===== src/upsc_pkg.sv =====
// Package with shared constants and types for the USB port power state controller.
`default_nettype none
package upsc_pkg;
  // ==========================================================================
  // Power states, one-hot.
  typedef enum logic [5:0] {
    ST_OFF    = 6'b00_0001,
    ST_SLEEP  = 6'b00_0010,
    ST_DETECT = 6'b00_0100,
    ST_BYPOFF = 6'b00_1000,
    ST_DISCH  = 6'b01_0000,
    ST_ACTIVE = 6'b10_0000
  } upsc_state_t;

  // ==========================================================================
  // Mode codes of the three mode controls {emulation, a, b}.
  localparam logic [2:0] MODE_NONE      = 3'h0;
  localparam logic [2:0] MODE_PASSTHRU  = 3'h1;
  localparam logic [2:0] MODE_DCE_CYCLE = 3'h7;

  // ==========================================================================
  // Timing, in nanoseconds, and derived cycle counts at 125 MHz.
  localparam int CLK_PERIOD_NS       = 8;
  localparam int DISCHARGE_TIME_NS   = 200000;
  localparam int ATTACH_QUAL_NS      = 100000;
  localparam int REMOVAL_QUAL_NS     = 100000;
  localparam int WAKE_HOLD_NS        = 1000000;
  localparam int PROFILE_DWELL_NS    = 2000000;
  localparam int DISCHARGE_CYC = (DISCHARGE_TIME_NS + CLK_PERIOD_NS - 1) / CLK_PERIOD_NS;
  localparam int ATTACH_QUAL_CYC = (ATTACH_QUAL_NS + CLK_PERIOD_NS - 1) / CLK_PERIOD_NS;
  localparam int REMOVAL_QUAL_CYC = (REMOVAL_QUAL_NS + CLK_PERIOD_NS - 1) / CLK_PERIOD_NS;
  localparam int WAKE_HOLD_CYC = WAKE_HOLD_NS / CLK_PERIOD_NS;
  localparam int PROFILE_DWELL_CYC = PROFILE_DWELL_NS / CLK_PERIOD_NS;

  // ==========================================================================
  // Reset values and profile count.
  localparam logic [3:0] ILIM_POWERUP   = 4'hF;
  localparam logic [3:0] PROFILE_COUNT  = 4'h9;
  localparam logic [3:0] PROFILE_FIRST  = 4'h0;

  // ==========================================================================
  // Control bits written over the management bus, OR'd with the pins.
  typedef struct packed {
    logic       powerEnable;
    logic       modeA;
    logic       modeB;
    logic       emulation;
  } upsc_ctrl_t;

  // Switch drive bundle.
  typedef struct packed {
    logic portSwitch;
    logic bypassSwitch;
    logic dischargeSwitch;
    logic hsSwitch;
  } upsc_sw_t;
endpackage : upsc_pkg
`default_nettype wire


===== src/upsc_power_state.sv =====
// Power-state controller for a USB port power switch.
// Function
// Low core supply forces Off: state lost, bus ignored, all switches open.
// Sleep opens high-speed, bypass, port switches; VBUS grounded; detection off.
// Entering Sleep releases the error alert and the attach flag.
// In Sleep only single-byte bus reads or writes are used and accepted.
// First byte read in Sleep wakes the device and returns zeros.
// After wake, bytes are served normally; Sleep resumes after traffic ends.
// Sleep when disabled, detect 0, not pass-through; or enabled with mode zero.
// Detect 1 with enable off or source low holds Detect; host moves on.
// Detect 1, enabled, source good, mode set: wait, go Active on attach.
// Detect 0, enabled, source good, mode set: Active, port closed, detection off.
// Charger emulation cycle with nothing attached keeps cycling profiles.
// Host changes mode controls before enable when leaving pass-through for Sleep.
// Detect opens port and high-speed switches, feeds VBUS through bypass.
// Detect keeps configuration, bus alive, does not monitor bus current.
// Host completes host-controlled Detect by supplying enable or source.
// Detect to Active: detection change, bypass off, discharge pulse, port on.
// Detect 1, enabled, no source: attach flag toggles on bypass overload.
// Current limit set at power-up; host may only lower it later.
// Sleep keeps digital state, follows mode changes, wakes for bus traffic.
// Each control is pin OR configuration bit; the attach detect control is pin only here.
// Attach event when current exceeds attach level for the qualification time.
// Removal event when load below removal level for the qualification time.
// On core supply return all controls reset to defaults first.
`default_nettype none
module upsc_power_state #(
  parameter int DischargeCyc    = upsc_pkg::DISCHARGE_CYC,     // Discharge pulse length.
  parameter int AttachQualCyc   = upsc_pkg::ATTACH_QUAL_CYC,   // Attach qualification.
  parameter int RemovalQualCyc  = upsc_pkg::REMOVAL_QUAL_CYC,  // Removal qualification.
  parameter int WakeHoldCyc     = upsc_pkg::WAKE_HOLD_CYC,     // Bus idle before re-sleep.
  parameter int ProfileDwellCyc = upsc_pkg::PROFILE_DWELL_CYC  // Time per emulation profile.
) (
  input  wire logic                ref_clk,            // System clock, 125 MHz.
  input  wire logic                srst,               // Synchronous reset, active high.
  input  wire logic                coreSupplyGood,     // Core supply above threshold, pin.
  input  wire logic                sourceAboveLockout, // Source above lockout, pin.
  input  wire upsc_pkg::upsc_ctrl_t ctrlPins,          // Mode and enable pins.
  input  wire logic                attachDetectEnable, // Attach detect control pin.
  input  wire logic                attachCurrentHigh,  // Load above attach level, pin.
  input  wire logic                removalCurrentLow,  // Load below removal level, pin.
  input  wire logic                bypassOverload,     // Bypass switch over capacity, pin.
  input  wire logic                errorEvent,         // Error condition from fault logic.
  input  wire logic                cfgWrite,           // Single-byte config write strobe.
  input  wire upsc_pkg::upsc_ctrl_t cfgData,           // Config bits written.
  input  wire logic                ilimWrite,          // Current limit write strobe.
  input  wire logic [3:0]          ilimData,           // Requested current limit.
  input  wire logic                rdStrobe,           // Single-byte read request.
  input  wire logic [7:0]          rdDataIn,           // Register data to return.
  output logic [7:0]               rdData,             // Read data returned.
  output logic                     rdValid,            // Read data valid pulse.
  output upsc_pkg::upsc_sw_t       switches,           // Switch drives.
  output logic                     alertOe,            // Alert pin pulled low when high.
  output logic                     attachFlagOe,       // attach_flag_n pulled low when high.
  output logic [3:0]               currentLimit,       // Active current limit.
  output logic [3:0]               profileSel,         // Emulation profile applied.
  output upsc_pkg::upsc_state_t    powerState          // Current power state.
);

  // ==========================================================================
  // Input synchronisers; first stages are read only by the second.
  logic [8:0] syncA_q;
  logic [8:0] syncB_q;
  always_ff @(posedge ref_clk) begin
    syncA_q <= {coreSupplyGood, sourceAboveLockout, ctrlPins, attachDetectEnable,
                attachCurrentHigh, removalCurrentLow};
    syncB_q <= syncA_q;
  end
  wire logic vddOk   = syncB_q[8];
  wire logic srcOk   = syncB_q[7];
  wire upsc_pkg::upsc_ctrl_t pinCtl = syncB_q[6:3];
  wire logic detEn   = syncB_q[2];
  wire logic curHigh = syncB_q[1];
  wire logic curLow  = syncB_q[0];
  logic ovl_a_q;
  logic ovl_b_q;
  always_ff @(posedge ref_clk) begin
    ovl_a_q <= bypassOverload;
    ovl_b_q <= ovl_a_q;
  end

  // Internal reset: external reset or loss of core supply resets all state past the input synchronisers.
  wire logic clr = srst || !vddOk;

  // ==========================================================================
  // Configuration bits, OR'd with the pins.
  upsc_pkg::upsc_ctrl_t cfg_q;
  always_ff @(posedge ref_clk) begin
    if (clr) begin
      cfg_q <= '0;
    end else if (cfgWrite) begin
      cfg_q <= cfgData;
    end
  end
  wire upsc_pkg::upsc_ctrl_t ctl = pinCtl | cfg_q;
  wire logic [2:0] mode = {ctl.emulation, ctl.modeA, ctl.modeB};
  wire logic modeSet = (mode != upsc_pkg::MODE_NONE);

  // Current limit: power-up value, later writes may only lower it.
  logic [3:0] ilim_q;
  always_ff @(posedge ref_clk) begin
    if (clr) begin
      ilim_q <= upsc_pkg::ILIM_POWERUP;
    end else if (ilimWrite && ilimData < ilim_q) begin
      ilim_q <= ilimData;
    end
  end
  assign currentLimit = ilim_q;

  // ==========================================================================
  // Attach and removal qualification counters.
  logic [31:0] attCnt_q;
  logic [31:0] remCnt_q;
  logic        attachEvt;
  logic        removalEvt;
  logic        attachDetOn;
  logic        removalDetOn;
  always_ff @(posedge ref_clk) begin
    if (clr || !attachDetOn || !curHigh) begin
      attCnt_q <= '0;
    end else if (attCnt_q <= 32'(AttachQualCyc)) begin
      attCnt_q <= attCnt_q + 32'h0000_0001;
    end
  end
  assign attachEvt = (attCnt_q > 32'(AttachQualCyc));
  always_ff @(posedge ref_clk) begin
    if (clr || !removalDetOn || !curLow) begin
      remCnt_q <= '0;
    end else if (remCnt_q <= 32'(RemovalQualCyc)) begin
      remCnt_q <= remCnt_q + 32'h0000_0001;
    end
  end
  assign removalEvt = (remCnt_q > 32'(RemovalQualCyc));

  // ==========================================================================
  // Power state machine.
  upsc_pkg::upsc_state_t state_q;
  upsc_pkg::upsc_state_t state_d;
  logic [31:0] disCnt_q;
  logic        attached_q;

  // Sleep selection by the control table.
  wire logic wantSleep = (!ctl.powerEnable && !detEn && mode != upsc_pkg::MODE_PASSTHRU)
                      || (ctl.powerEnable && !modeSet);
  // Active without detection.
  wire logic wantActiveDirect = !detEn && ctl.powerEnable && srcOk && modeSet;
  // Automatic transition is possible only with everything supplied.
  wire logic autoReady = detEn && ctl.powerEnable && srcOk && modeSet;

  always_comb begin
    state_d = state_q;
    case (state_q)
      upsc_pkg::ST_OFF: begin
        state_d = upsc_pkg::ST_SLEEP;
      end
      upsc_pkg::ST_SLEEP, upsc_pkg::ST_DETECT, upsc_pkg::ST_ACTIVE: begin
        if (wantSleep) begin
          state_d = upsc_pkg::ST_SLEEP;
        end else if (wantActiveDirect) begin
          state_d = (state_q == upsc_pkg::ST_ACTIVE) ? upsc_pkg::ST_ACTIVE
                                                      : upsc_pkg::ST_BYPOFF;
        end else if (detEn && state_q == upsc_pkg::ST_ACTIVE && attached_q && autoReady) begin
          state_d = upsc_pkg::ST_ACTIVE;
        end else if (autoReady && attached_q) begin
          state_d = upsc_pkg::ST_BYPOFF;
        end else begin
          state_d = upsc_pkg::ST_DETECT;
        end
      end
      upsc_pkg::ST_BYPOFF: begin
        state_d = upsc_pkg::ST_DISCH;
      end
      upsc_pkg::ST_DISCH: begin
        if (disCnt_q >= 32'(DischargeCyc) - 32'h0000_0001) begin
          state_d = upsc_pkg::ST_ACTIVE;
        end
      end
      default: begin
        state_d = upsc_pkg::ST_OFF;
      end
    endcase
  end

  always_ff @(posedge ref_clk) begin
    if (clr) begin
      state_q <= upsc_pkg::ST_OFF;
    end else begin
      state_q <= state_d;
    end
  end
  assign powerState = state_q;

  // Discharge pulse length counter.
  always_ff @(posedge ref_clk) begin
    if (clr || state_q != upsc_pkg::ST_DISCH) begin
      disCnt_q <= '0;
    end else begin
      disCnt_q <= disCnt_q + 32'h0000_0001;
    end
  end

  // Attachment memory: set by attach event, cleared by removal, by Sleep or by leaving detect mode.
  // Set wins over the removal clear so a simultaneous attach is kept.
  always_ff @(posedge ref_clk) begin
    if (clr || !detEn || state_q == upsc_pkg::ST_SLEEP) begin
      attached_q <= 1'b0;
    end else if (attachEvt) begin
      attached_q <= 1'b1;
    end else if (removalEvt) begin
      attached_q <= 1'b0;
    end
  end

  // Detection enables: attach only in Detect, removal while Active or Discharge with detect on.
  assign attachDetOn  = (state_q == upsc_pkg::ST_DETECT) && !attached_q;
  assign removalDetOn = detEn && (state_q == upsc_pkg::ST_ACTIVE ||
                                  state_q == upsc_pkg::ST_DISCH);

  // ==========================================================================
  // Switch drives, registered.
  always_ff @(posedge ref_clk) begin
    if (clr) begin
      switches <= '0;
    end else begin
      switches.portSwitch      <= (state_d == upsc_pkg::ST_ACTIVE);
      switches.bypassSwitch    <= (state_d == upsc_pkg::ST_DETECT);
      switches.dischargeSwitch <= (state_d == upsc_pkg::ST_DISCH) ||
                                  (state_d == upsc_pkg::ST_SLEEP);
      // High-speed switch closed only in Active data modes, never in Detect.
      switches.hsSwitch        <= (state_d == upsc_pkg::ST_ACTIVE) &&
                                  (mode != upsc_pkg::MODE_DCE_CYCLE);
    end
  end

  // ==========================================================================
  // Flags: alert latches on error until Sleep; attach flag shows attachment.
  // Bypass overload with no source makes the attach flag toggle as bypass trips.
  always_ff @(posedge ref_clk) begin
    if (clr || state_d == upsc_pkg::ST_SLEEP) begin
      alertOe      <= 1'b0;
      attachFlagOe <= 1'b0;
    end else begin
      if (errorEvent) begin
        alertOe <= 1'b1;
      end
      if (state_q == upsc_pkg::ST_DETECT && ctl.powerEnable && !srcOk && ovl_b_q) begin
        attachFlagOe <= !attachFlagOe;
      end else begin
        attachFlagOe <= attached_q;
      end
    end
  end

  // ==========================================================================
  // Emulation profile cycling while nothing is attached in cycle mode.
  logic [31:0] dwell_q;
  always_ff @(posedge ref_clk) begin
    if (clr) begin
      dwell_q    <= '0;
      profileSel <= upsc_pkg::PROFILE_FIRST;
    end else if (state_q == upsc_pkg::ST_ACTIVE && mode == upsc_pkg::MODE_DCE_CYCLE
                 && !detEn && !curHigh) begin
      if (dwell_q >= 32'(ProfileDwellCyc) - 32'h0000_0001) begin
        dwell_q    <= '0;
        profileSel <= (profileSel == upsc_pkg::PROFILE_COUNT - 4'h1) ? upsc_pkg::PROFILE_FIRST
                                                                      : profileSel + 4'h1;
      end else begin
        dwell_q <= dwell_q + 32'h0000_0001;
      end
    end
  end

  // ==========================================================================
  // Sleep wake on dummy read; re-sleep after the bus stays quiet.
  logic        awake_q;
  logic [31:0] idle_q;
  always_ff @(posedge ref_clk) begin
    if (clr || state_q != upsc_pkg::ST_SLEEP) begin
      awake_q <= 1'b0;
      idle_q  <= '0;
    end else if (rdStrobe || cfgWrite) begin
      idle_q <= '0;
      if (rdStrobe) begin
        awake_q <= 1'b1;
      end
    end else if (awake_q) begin
      if (idle_q >= 32'(WakeHoldCyc) - 32'h0000_0001) begin
        awake_q <= 1'b0;
        idle_q  <= '0;
      end else begin
        idle_q <= idle_q + 32'h0000_0001;
      end
    end
  end

  // Read data: zeros for the dummy byte, normal data otherwise; Off ignores the bus.
  always_ff @(posedge ref_clk) begin
    if (clr) begin
      rdData  <= 8'h00;
      rdValid <= 1'b0;
    end else begin
      rdValid <= rdStrobe && state_q != upsc_pkg::ST_OFF;
      if (state_q == upsc_pkg::ST_SLEEP && !awake_q) begin
        rdData <= 8'h00;
      end else begin
        rdData <= rdDataIn;
      end
    end
  end

endmodule : upsc_power_state
`default_nettype wire


===== config.mk =====
export PLATFORM = sky130hd
export DESIGN_NAME = upsc_power_state
export DESIGN_NICKNAME = d
export VERILOG_FILES = /design/src/upsc_pkg.sv /design/src/upsc_power_state.sv
export SDC_FILE = /design/constraint.sdc
export NUM_CORES = 1
export LEC_CHECK = 0
export ABC_AREA = 1
export BUFFER_PORTS_ARGS = -buffer_cell sky130_fd_sc_hd__buf_2
export CAP_MARGIN = 10
export CORE_MARGIN = 8
export CORE_UTILIZATION = 40
export DETAILED_ROUTE_END_ITERATION = 10
export GPL_TIMING_DRIVEN = 1
export PLACE_DENSITY_LB_ADDON = 0.05
export SYNTH_ARGS = -nofsm -noshare
export SYNTH_HDL_FRONTEND = slang
export SYNTH_SLANG_ARGS = --single-unit

===== constraint.sdc =====
create_clock -name ref_clk -period 1.9 [get_ports ref_clk]
set_clock_uncertainty 0.05 [all_clocks]
set_input_delay 0 -clock ref_clk [delete_from_list [all_inputs] [get_ports ref_clk]]
set_output_delay 0 -clock ref_clk [all_outputs]
set_load 0.01 [all_outputs]

==> flow_summary.json, run 1 <==
{
  "status": "complete, no violations",
  "syn-mean-instance-area_um2": 7.35,
  "yosys-top-cells-count": "228 x sky130_fd_sc_hd__nand2_1, 215 x sky130_fd_sc_hd__dfxtp_1, 212 x sky130_fd_sc_hd__nor2_1",
  "dpl_worst_slack_ns": 0.00426,
  "synth-main-ff-cell": "sky130_fd_sc_hd__dfxtp_1",
  "synth_cells": 1262,
  "worst-setup-path-type": "reg2reg",
  "initial_core_util": 0.409,
  "post-dp-hpwl_um": 15200,
  "post_synth_num_cell_types": 43,
  "share_seq_of_total_power": 0.454,
  "postRouteWirelength_um": 21300,
  "floorplan.core_area_um2": 22700,
  "drt_first_iter_violations": 375,
  "grt_start_max_net_pins": 25,
  "gr-usage-all-layers": 0.150,
  "internal_power_uw": 8070,
  "grt_pass1_wl_um": 36400,
  "route.detailed.drc": 0,
  "comb_power_share": 0.026,
  "final_hold_viol_count": 0,
  "avgRoutedWirePerCell_um": 12.4,
  "ios": 61,
  "antenna_cells_inserted": 0,
  "port-buffer-count": 60,
  "synthesized_net_count": 1306,
  "die_h_um": 168,
  "place.detailed.instances": 1628,
  "final_antenna_net_count": 0,
  "power.density_cell_area_nw_per_um2": 858,
  "final_net_count": 1462,
  "synth_edf_count": 0,
  "net-switching-power_uw": 2000,
  "cts-root-buf": "sky130_fd_sc_hd__clkbuf_16",
  "synth_seq_cells": 215,
  "worst-slew-pin-transition_ns": 0.519,
  "antenna_found_initial": 0,
  "final_period_minus_worst_setup_slack_ns": 1.84,
  "max_cap_violations": 0,
  "slew_headroom": 0.651,
  "syn_to_final_growth_pct": 26.4,
  "post-route-worst-setup-slack_ns": 0.0553,
  "yosys-top-cells-area": "sky130_fd_sc_hd__dfxtp_1 46%, sky130_fd_sc_hd__nand2_1 9.2%, sky130_fd_sc_hd__nor2_1 8.6%",
  "placementRows": 55,
  "number_of_buffers_created_by_cts": 25,
  "grt_pass1_vias": 7779,
  "worstSkewPairLatency_ns": 0.52,
  "layout.cells.non_filler": 1720,
  "max_clock_freq_mhz": 542,
  "switching_share": 0.199,
  "ys.warnings.count": 0,
  "regArea_um2": 4310,
  "synth_area_um2": 9280,
  "cts-root-to-sink-buffers": 3,
  "cts.clk_slew.worst_paths_ns": 0.06,
  "critical_path.endpoint_type": "register",
  "min_path_type": "in2reg",
  "gpl.final_weighted_congestion": 0.846,
  "grt_overflow_total": 0,
  "reg2reg_depth": 12,
  "cts_max_level": 1,
  "drt_first_pass_iters": 5,
  "rsz0062_at_grt": "yes",
  "hold_depth": 2,
  "via_count": 8043,
  "drt-vias-per-instance": 4.68,
  "finalSetupViolCount": 0,
  "critPathMaxFanout": 3,
  "ir_worst_vdd_v": 0.000604,
  "fillers": 2203,
  "slew_violations": 0,
  "cts_tree": "yes",
  "total_power_uw": 10100,
  "post_route_cells_drive_above_1_share": 0.166,
  "power.leakage_uw": 0.00469,
  "final_min_period_over_clock_period": 0.971,
  "seq_area_frac_synth": 0.464,
  "timing.setup.tns_ns": 0,
  "synth-async-reset-ratio": 0,
  "synth.most_common_cell": "sky130_fd_sc_hd__nand2_1",
  "floorplan.die_area_um2": 28300,
  "worst_path_required_ns": 2.26,
  "cts.sink_count": 215,
  "startpoint_type": "register",
  "netlist.area_leader.share": 0.464,
  "post-synth-top-area-cell": "sky130_fd_sc_hd__dfxtp_1",
  "critical_path_arrival_ns": 2.21,
  "p_clk_frac": 0.520,
  "multi_input_logic_area_um2": 4270,
  "chipWidth_um": 168
}
[metrics by stage]
| step | hold slack, ns | utilization | instance area [um2] |
|---|---|---|---|
| floorplan | -0.0223 | - | 9280 |
| global placement | 0.0522 | 0.447 | 10100 |
| detailed placement | 0.0536 | 0.447 | 10100 |
| CTS | 0.0327 | 0.505 | 11500 |
| global route | 0.0607 | 0.517 | 11700 |
| finish | 0.0676 | 0.517 | 11700 |
[repair_timing]
item                       4_1_cts  5_1_grt
pin swaps                        0       22
hold buffers                    39        0
setup buffers                    0        9
setup endpoints to repair        1       46
cloned                           0        0
hold endpoints to repair        62        0
gates resized for setup          1       53
[placed cells by master (no fill, tap or decap), drive strengths merged, types with 4 or more instances in the layout]
cell type | synthesis | final
nand2 | 233 | 233
nor2 | 231 | 231
dfxtp | 215 | 215
inv | 214 | 215
buf | 11 | 110
a21oi | 66 | 66
nor3 | 62 | 62
nand4 | 52 | 52
nand3 | 51 | 51
dlygate4sd3 | 0 | 39
o21ai | 35 | 35
clkbuf | 9 | 35
nor4 | 20 | 20
xor2 | 14 | 14
ha | 12 | 12
o211ai | 5 | 5
bufinv | 0 | 5
xnor2 | 4 | 4
o21a | 4 | 4
[critical path, stage by stage, from the launching register on]
cell and delay (ns):
sky130_fd_sc_hd__dfxtp_2 0.35, sky130_fd_sc_hd__ha_4 0.15, sky130_fd_sc_hd__nand2_4 0.05, sky130_fd_sc_hd__nor2_4 0.13, sky130_fd_sc_hd__nand3_4 0.11, sky130_fd_sc_hd__nor3_4 0.22, sky130_fd_sc_hd__nand3_2 0.11, sky130_fd_sc_hd__nor2_2 0.15
sky130_fd_sc_hd__nand2_2 0.08, sky130_fd_sc_hd__nor2_4 0.14, sky130_fd_sc_hd__nand2_1 0.06, sky130_fd_sc_hd__nor2_1 0.09, sky130_fd_sc_hd__nor2_1 0.04
[metal layers]
| metal | up-vias | global-route usage | part of all wire |
|---|---|---|---|
| li1 | 4342 | - | - |
| met4 | 0 | 0.0439 | 0.022 |
| met5 | - | 0 | 0 |
| met2 | 106 | 0.249 | 0.46 |
| met3 | 39 | 0.0234 | 0.033 |
| met1 | 3556 | 0.197 | 0.49 |
[area by class of cell]
class | instances | share of cell area
Clock inverter | 9 | 0.0150
Timing Repair Buffer | 149 | 0.0909
Sequential cell | 215 | 0.368
Inverter | 215 | 0.0688
Clock buffer | 35 | 0.0634
Tap cell | 285 | 0.0304
Multi-Input combinational cell | 812 | 0.364
[power by group through the flow]
stage | Sequential (uW) | Combinational (uW) | Clock [uW]
2_1_floorplan | 4680 | 94.0 | 0
3_3_place_gp | 4670 | 202 | 0
3_5_place_dp | 4670 | 202 | 0
4_1_cts | 4570 | 263 | 5400
5_1_grt | 4570 | 291 | 5600
6_report | 4570 | 261 | 5230
[registers in the layout, summed over array words and instances (netlist names), 4 cells and up]
| name | flops |
|---|---|
| attCnt_q | 32 |
| cfg_q | 4 |
| currentLimit | 4 |
| disCnt_q | 32 |
| dwell_q | 32 |
| idle_q | 32 |
| powerState | 6 |
| profileSel | 4 |
| rdData | 8 |
| remCnt_q | 32 |
| switches | 4 |
| syncA_q | 9 |
| syncB_q | 9 |
[logic make-up (layout without fill, tap and decap cells)]
kind of cell               after synthesis  in the layout  synth area share
AOI/OAI and AO/OA                      127            127            0.0766
xor gates and xnor gates                18             18            0.0170
adders and majority gates               12             12            0.0162
buffers and inverters                  235            408            0.0971
DFF                                    215            215             0.464
and+or+nand+nor                        655            655             0.329
[worst paths after layout]
path / slack, ns / startpoint / to
worst min register to register: 0.28 / syncA_q[7]$_DFF_P_ / syncB_q[7]$_DFF_P_
worst max-delay path: 0.06 / idle_q[0]$_SDFFE_PP0P_ / idle_q[14]$_SDFFE_PP0P_
worst min-delay path: 0.07 / ctrlPins[0] / syncA_q[3]$_DFF_P_
worst max register to register: 0.06 / idle_q[0]$_SDFFE_PP0P_ / idle_q[14]$_SDFFE_PP0P_
Note: power is estimated with default switching activity, not from simulation.
==> run 2, diff against run 1 <==
- CORE_MARGIN: 8 -> 2
- CORE_UTILIZATION: 40 -> 55
==> flow_summary.json, run 2 (synthesized netlist as in run 1, its figures left out) <==
{
  "status": "complete, no violations",
  "comb_power_share": 0.027,
  "max_clock_freq_mhz": 562,
  "postLayoutCellArea_um2": 11600,
  "grt_overflow_total": 0,
  "min_path_type": "in2reg",
  "rsz0062_at_grt": "yes",
  "floorplan.core_area_um2": 16500,
  "critical_path_arrival_ns": 2.14,
  "internal_power_uw": 7700,
  "syn_to_final_growth_pct": 24.6,
  "placed_cell_area_um2": 10000,
  "share_seq_of_total_power": 0.473,
  "postRouteWirelength_um": 20200,
  "power.leakage_uw": 0.00464,
  "critPathMaxFanout": 6,
  "ios": 61,
  "placementRows": 47,
  "cts-root-buf": "sky130_fd_sc_hd__clkbuf_16",
  "cts_tree": "yes",
  "critical_path.endpoint_type": "register",
  "p_clk_frac": 0.500,
  "chipWidth_um": 134,
  "max_cap_violations": 0,
  "post-dp-hpwl_um": 13900,
  "cts-root-to-sink-buffers": 3,
  "slew_violations": 0,
  "cts_max_level": 1,
  "grt_pass1_wl_um": 34300,
  "hold_start": "attachCurrentHigh",
  "multi_input_logic_area_um2": 4260,
  "drt_first_iter_violations": 441,
  "finalSetupViolCount": 0,
  "final_net_count": 1454,
  "reg2reg_depth": 10,
  "final_min_period_over_clock_period": 0.937,
  "worst_path_required_ns": 2.26,
  "switching_share": 0.203,
  "hold_depth": 2,
  "slew_headroom": 0.698,
  "rr_startpoint": "disCnt_q[0]$_SDFF_PP0_",
  "dpl_worst_slack_ns": 0.0232,
  "drt_first_pass_iters": 5,
  "final_period_minus_worst_setup_slack_ns": 1.78,
  "cts.sink_count": 215,
  "final_hold_viol_count": 0,
  "route.detailed.drc": 0,
  "worst-setup-path-type": "reg2reg",
  "mostFrequentLayoutCell": "sky130_fd_sc_hd__nand2_1",
  "post_route_cells_drive_above_1_share": 0.165,
  "antenna_found_initial": 0,
  "regToRegSetupSlack_ns": 0.12,
  "net-switching-power_uw": 1960,
  "post-route-worst-setup-slack_ns": 0.120,
  "startpoint_type": "register",
  "rr_endpoint": "disCnt_q[26]$_SDFF_PP0_",
  "hold_slack_ns": 0.0681,
  "ir_worst_vdd_v": 0.000721,
  "gr-usage-all-layers": 0.225,
  "number_of_buffers_created_by_cts": 23,
  "die_h_um": 134,
  "port-buffer-count": 60,
  "regArea_um2": 4320,
  "final_antenna_net_count": 0,
  "grt_pass1_vias": 7670,
  "fillers": 1409,
  "floorplan.die_area_um2": 17900,
  "worstSkewPairLatency_ns": 0.51,
  "worstHoldEndpoint": "syncA_q[1]$_DFF_P_",
  "initial_core_util": 0.561,
  "layout.cells.most_common_list": "220 x sky130_fd_sc_hd__nand2_1, 205 x sky130_fd_sc_hd__inv_1, 205 x sky130_fd_sc_hd__dfxtp_1",
  "worst-slew-pin-transition_ns": 0.449,
  "cts.clk_slew.worst_paths_ns": 0.06,
  "drt-vias-per-instance": 4.98,
  "gpl.final_weighted_congestion": 0.876,
  "via_count": 8208,
  "power.density_cell_area_nw_per_um2": 836,
  "grt_start_max_net_pins": 30,
  "avgRoutedWirePerCell_um": 12.3,
  "antenna_cells_inserted": 0
}
-- run 2: cell type report --
class                   count  area share
flip-flops and latches    215       0.374
inverters                 215      0.0698
repair buffers            143      0.0919
clock inverters            13      0.0174
clock buffers              29      0.0543
multi-input cells         812       0.369
well taps                 220      0.0238
-- run 2: power by group through the flow --
| stage | Sequential [uW] | Combinational (uW) | Clock (uW) |
|---|---|---|---|
| floorplan | 4680 | 94.0 | 0 |
| global placement | 4670 | 196 | 0 |
| detailed placement | 4670 | 199 | 0 |
| CTS | 4570 | 258 | 4940 |
| global route | 4570 | 292 | 5130 |
| finish | 4570 | 265 | 4830 |
-- run 2: metrics by stage --
| stage | total power, uW | TNS [ns] | std cells | utilization |
|---|---|---|---|---|
| 3_3_place_gp | 4860 | 0 | 1556 | 0.608 |
| 6_report | 9670 | 0 | 1647 | 0.699 |
| 5_1_grt | 9990 | -0.280 | 1647 | 0.699 |
| 3_5_place_dp | 4870 | 0 | 1556 | 0.608 |
| 4_1_cts | 9760 | 0 | 1637 | 0.681 |
| 2_1_floorplan | 4770 | 0 | 1262 | - |
-- run 2: metal layers --
layer	up-vias	global-route usage	wire [um]	share of wire
met5	-	0	0	0
met3	32	0.0310	754	0.037
li1	4312	-	-	-
met1	3720	0.288	9040	0.45
met4	0	0.0626	490	0.024
met2	144	0.399	9910	0.49
-- run 2: critical path, stage by stage, from the launching register on --
cell,delay (ns)
sky130_fd_sc_hd__dfxtp_2,0.35
sky130_fd_sc_hd__ha_4,0.14
sky130_fd_sc_hd__nand2_4,0.06
sky130_fd_sc_hd__nor2_4,0.13
sky130_fd_sc_hd__nand3_4,0.09
sky130_fd_sc_hd__nor3_4,0.23
sky130_fd_sc_hd__nand4_4,0.15
sky130_fd_sc_hd__nor2_4,0.22
sky130_fd_sc_hd__nand2_2,0.08
sky130_fd_sc_hd__o21ai_2,0.14
sky130_fd_sc_hd__nor2_1,0.05
-- run 2: what timing repair did --
item,CTS,global route
gates resized for setup,1,59
hold buffers,39,0
endpoints found under the hold margin,49,0
endpoints found under the setup margin,2,50
pin swaps,0,25
buffers inserted,0,10
-- run 2: worst max path at each step --
stage | from | endpoint | slack, ns | depth (start not counted)
6_report | disCnt_q[0]$_SDFF_PP0_ | disCnt_q[26]$_SDFF_PP0_ | 0.12 | 10
5_1_grt | disCnt_q[1]$_SDFF_PP0_ | disCnt_q[30]$_SDFF_PP0_ | -0.05 | 11
4_1_cts | remCnt_q[0]$_SDFFE_PP0N_ | remCnt_q[10]$_SDFFE_PP0N_ | 0.02 | 10
3_5_place_dp | remCnt_q[0]$_SDFFE_PP0N_ | remCnt_q[12]$_SDFFE_PP0N_ | 0.02 | 11
3_3_place_gp | remCnt_q[0]$_SDFFE_PP0N_ | remCnt_q[12]$_SDFFE_PP0N_ | 0.05 | 11
2_1_floorplan | idle_q[0]$_SDFFE_PP0P_ | idle_q[14]$_SDFFE_PP0P_ | 0.19 | 12
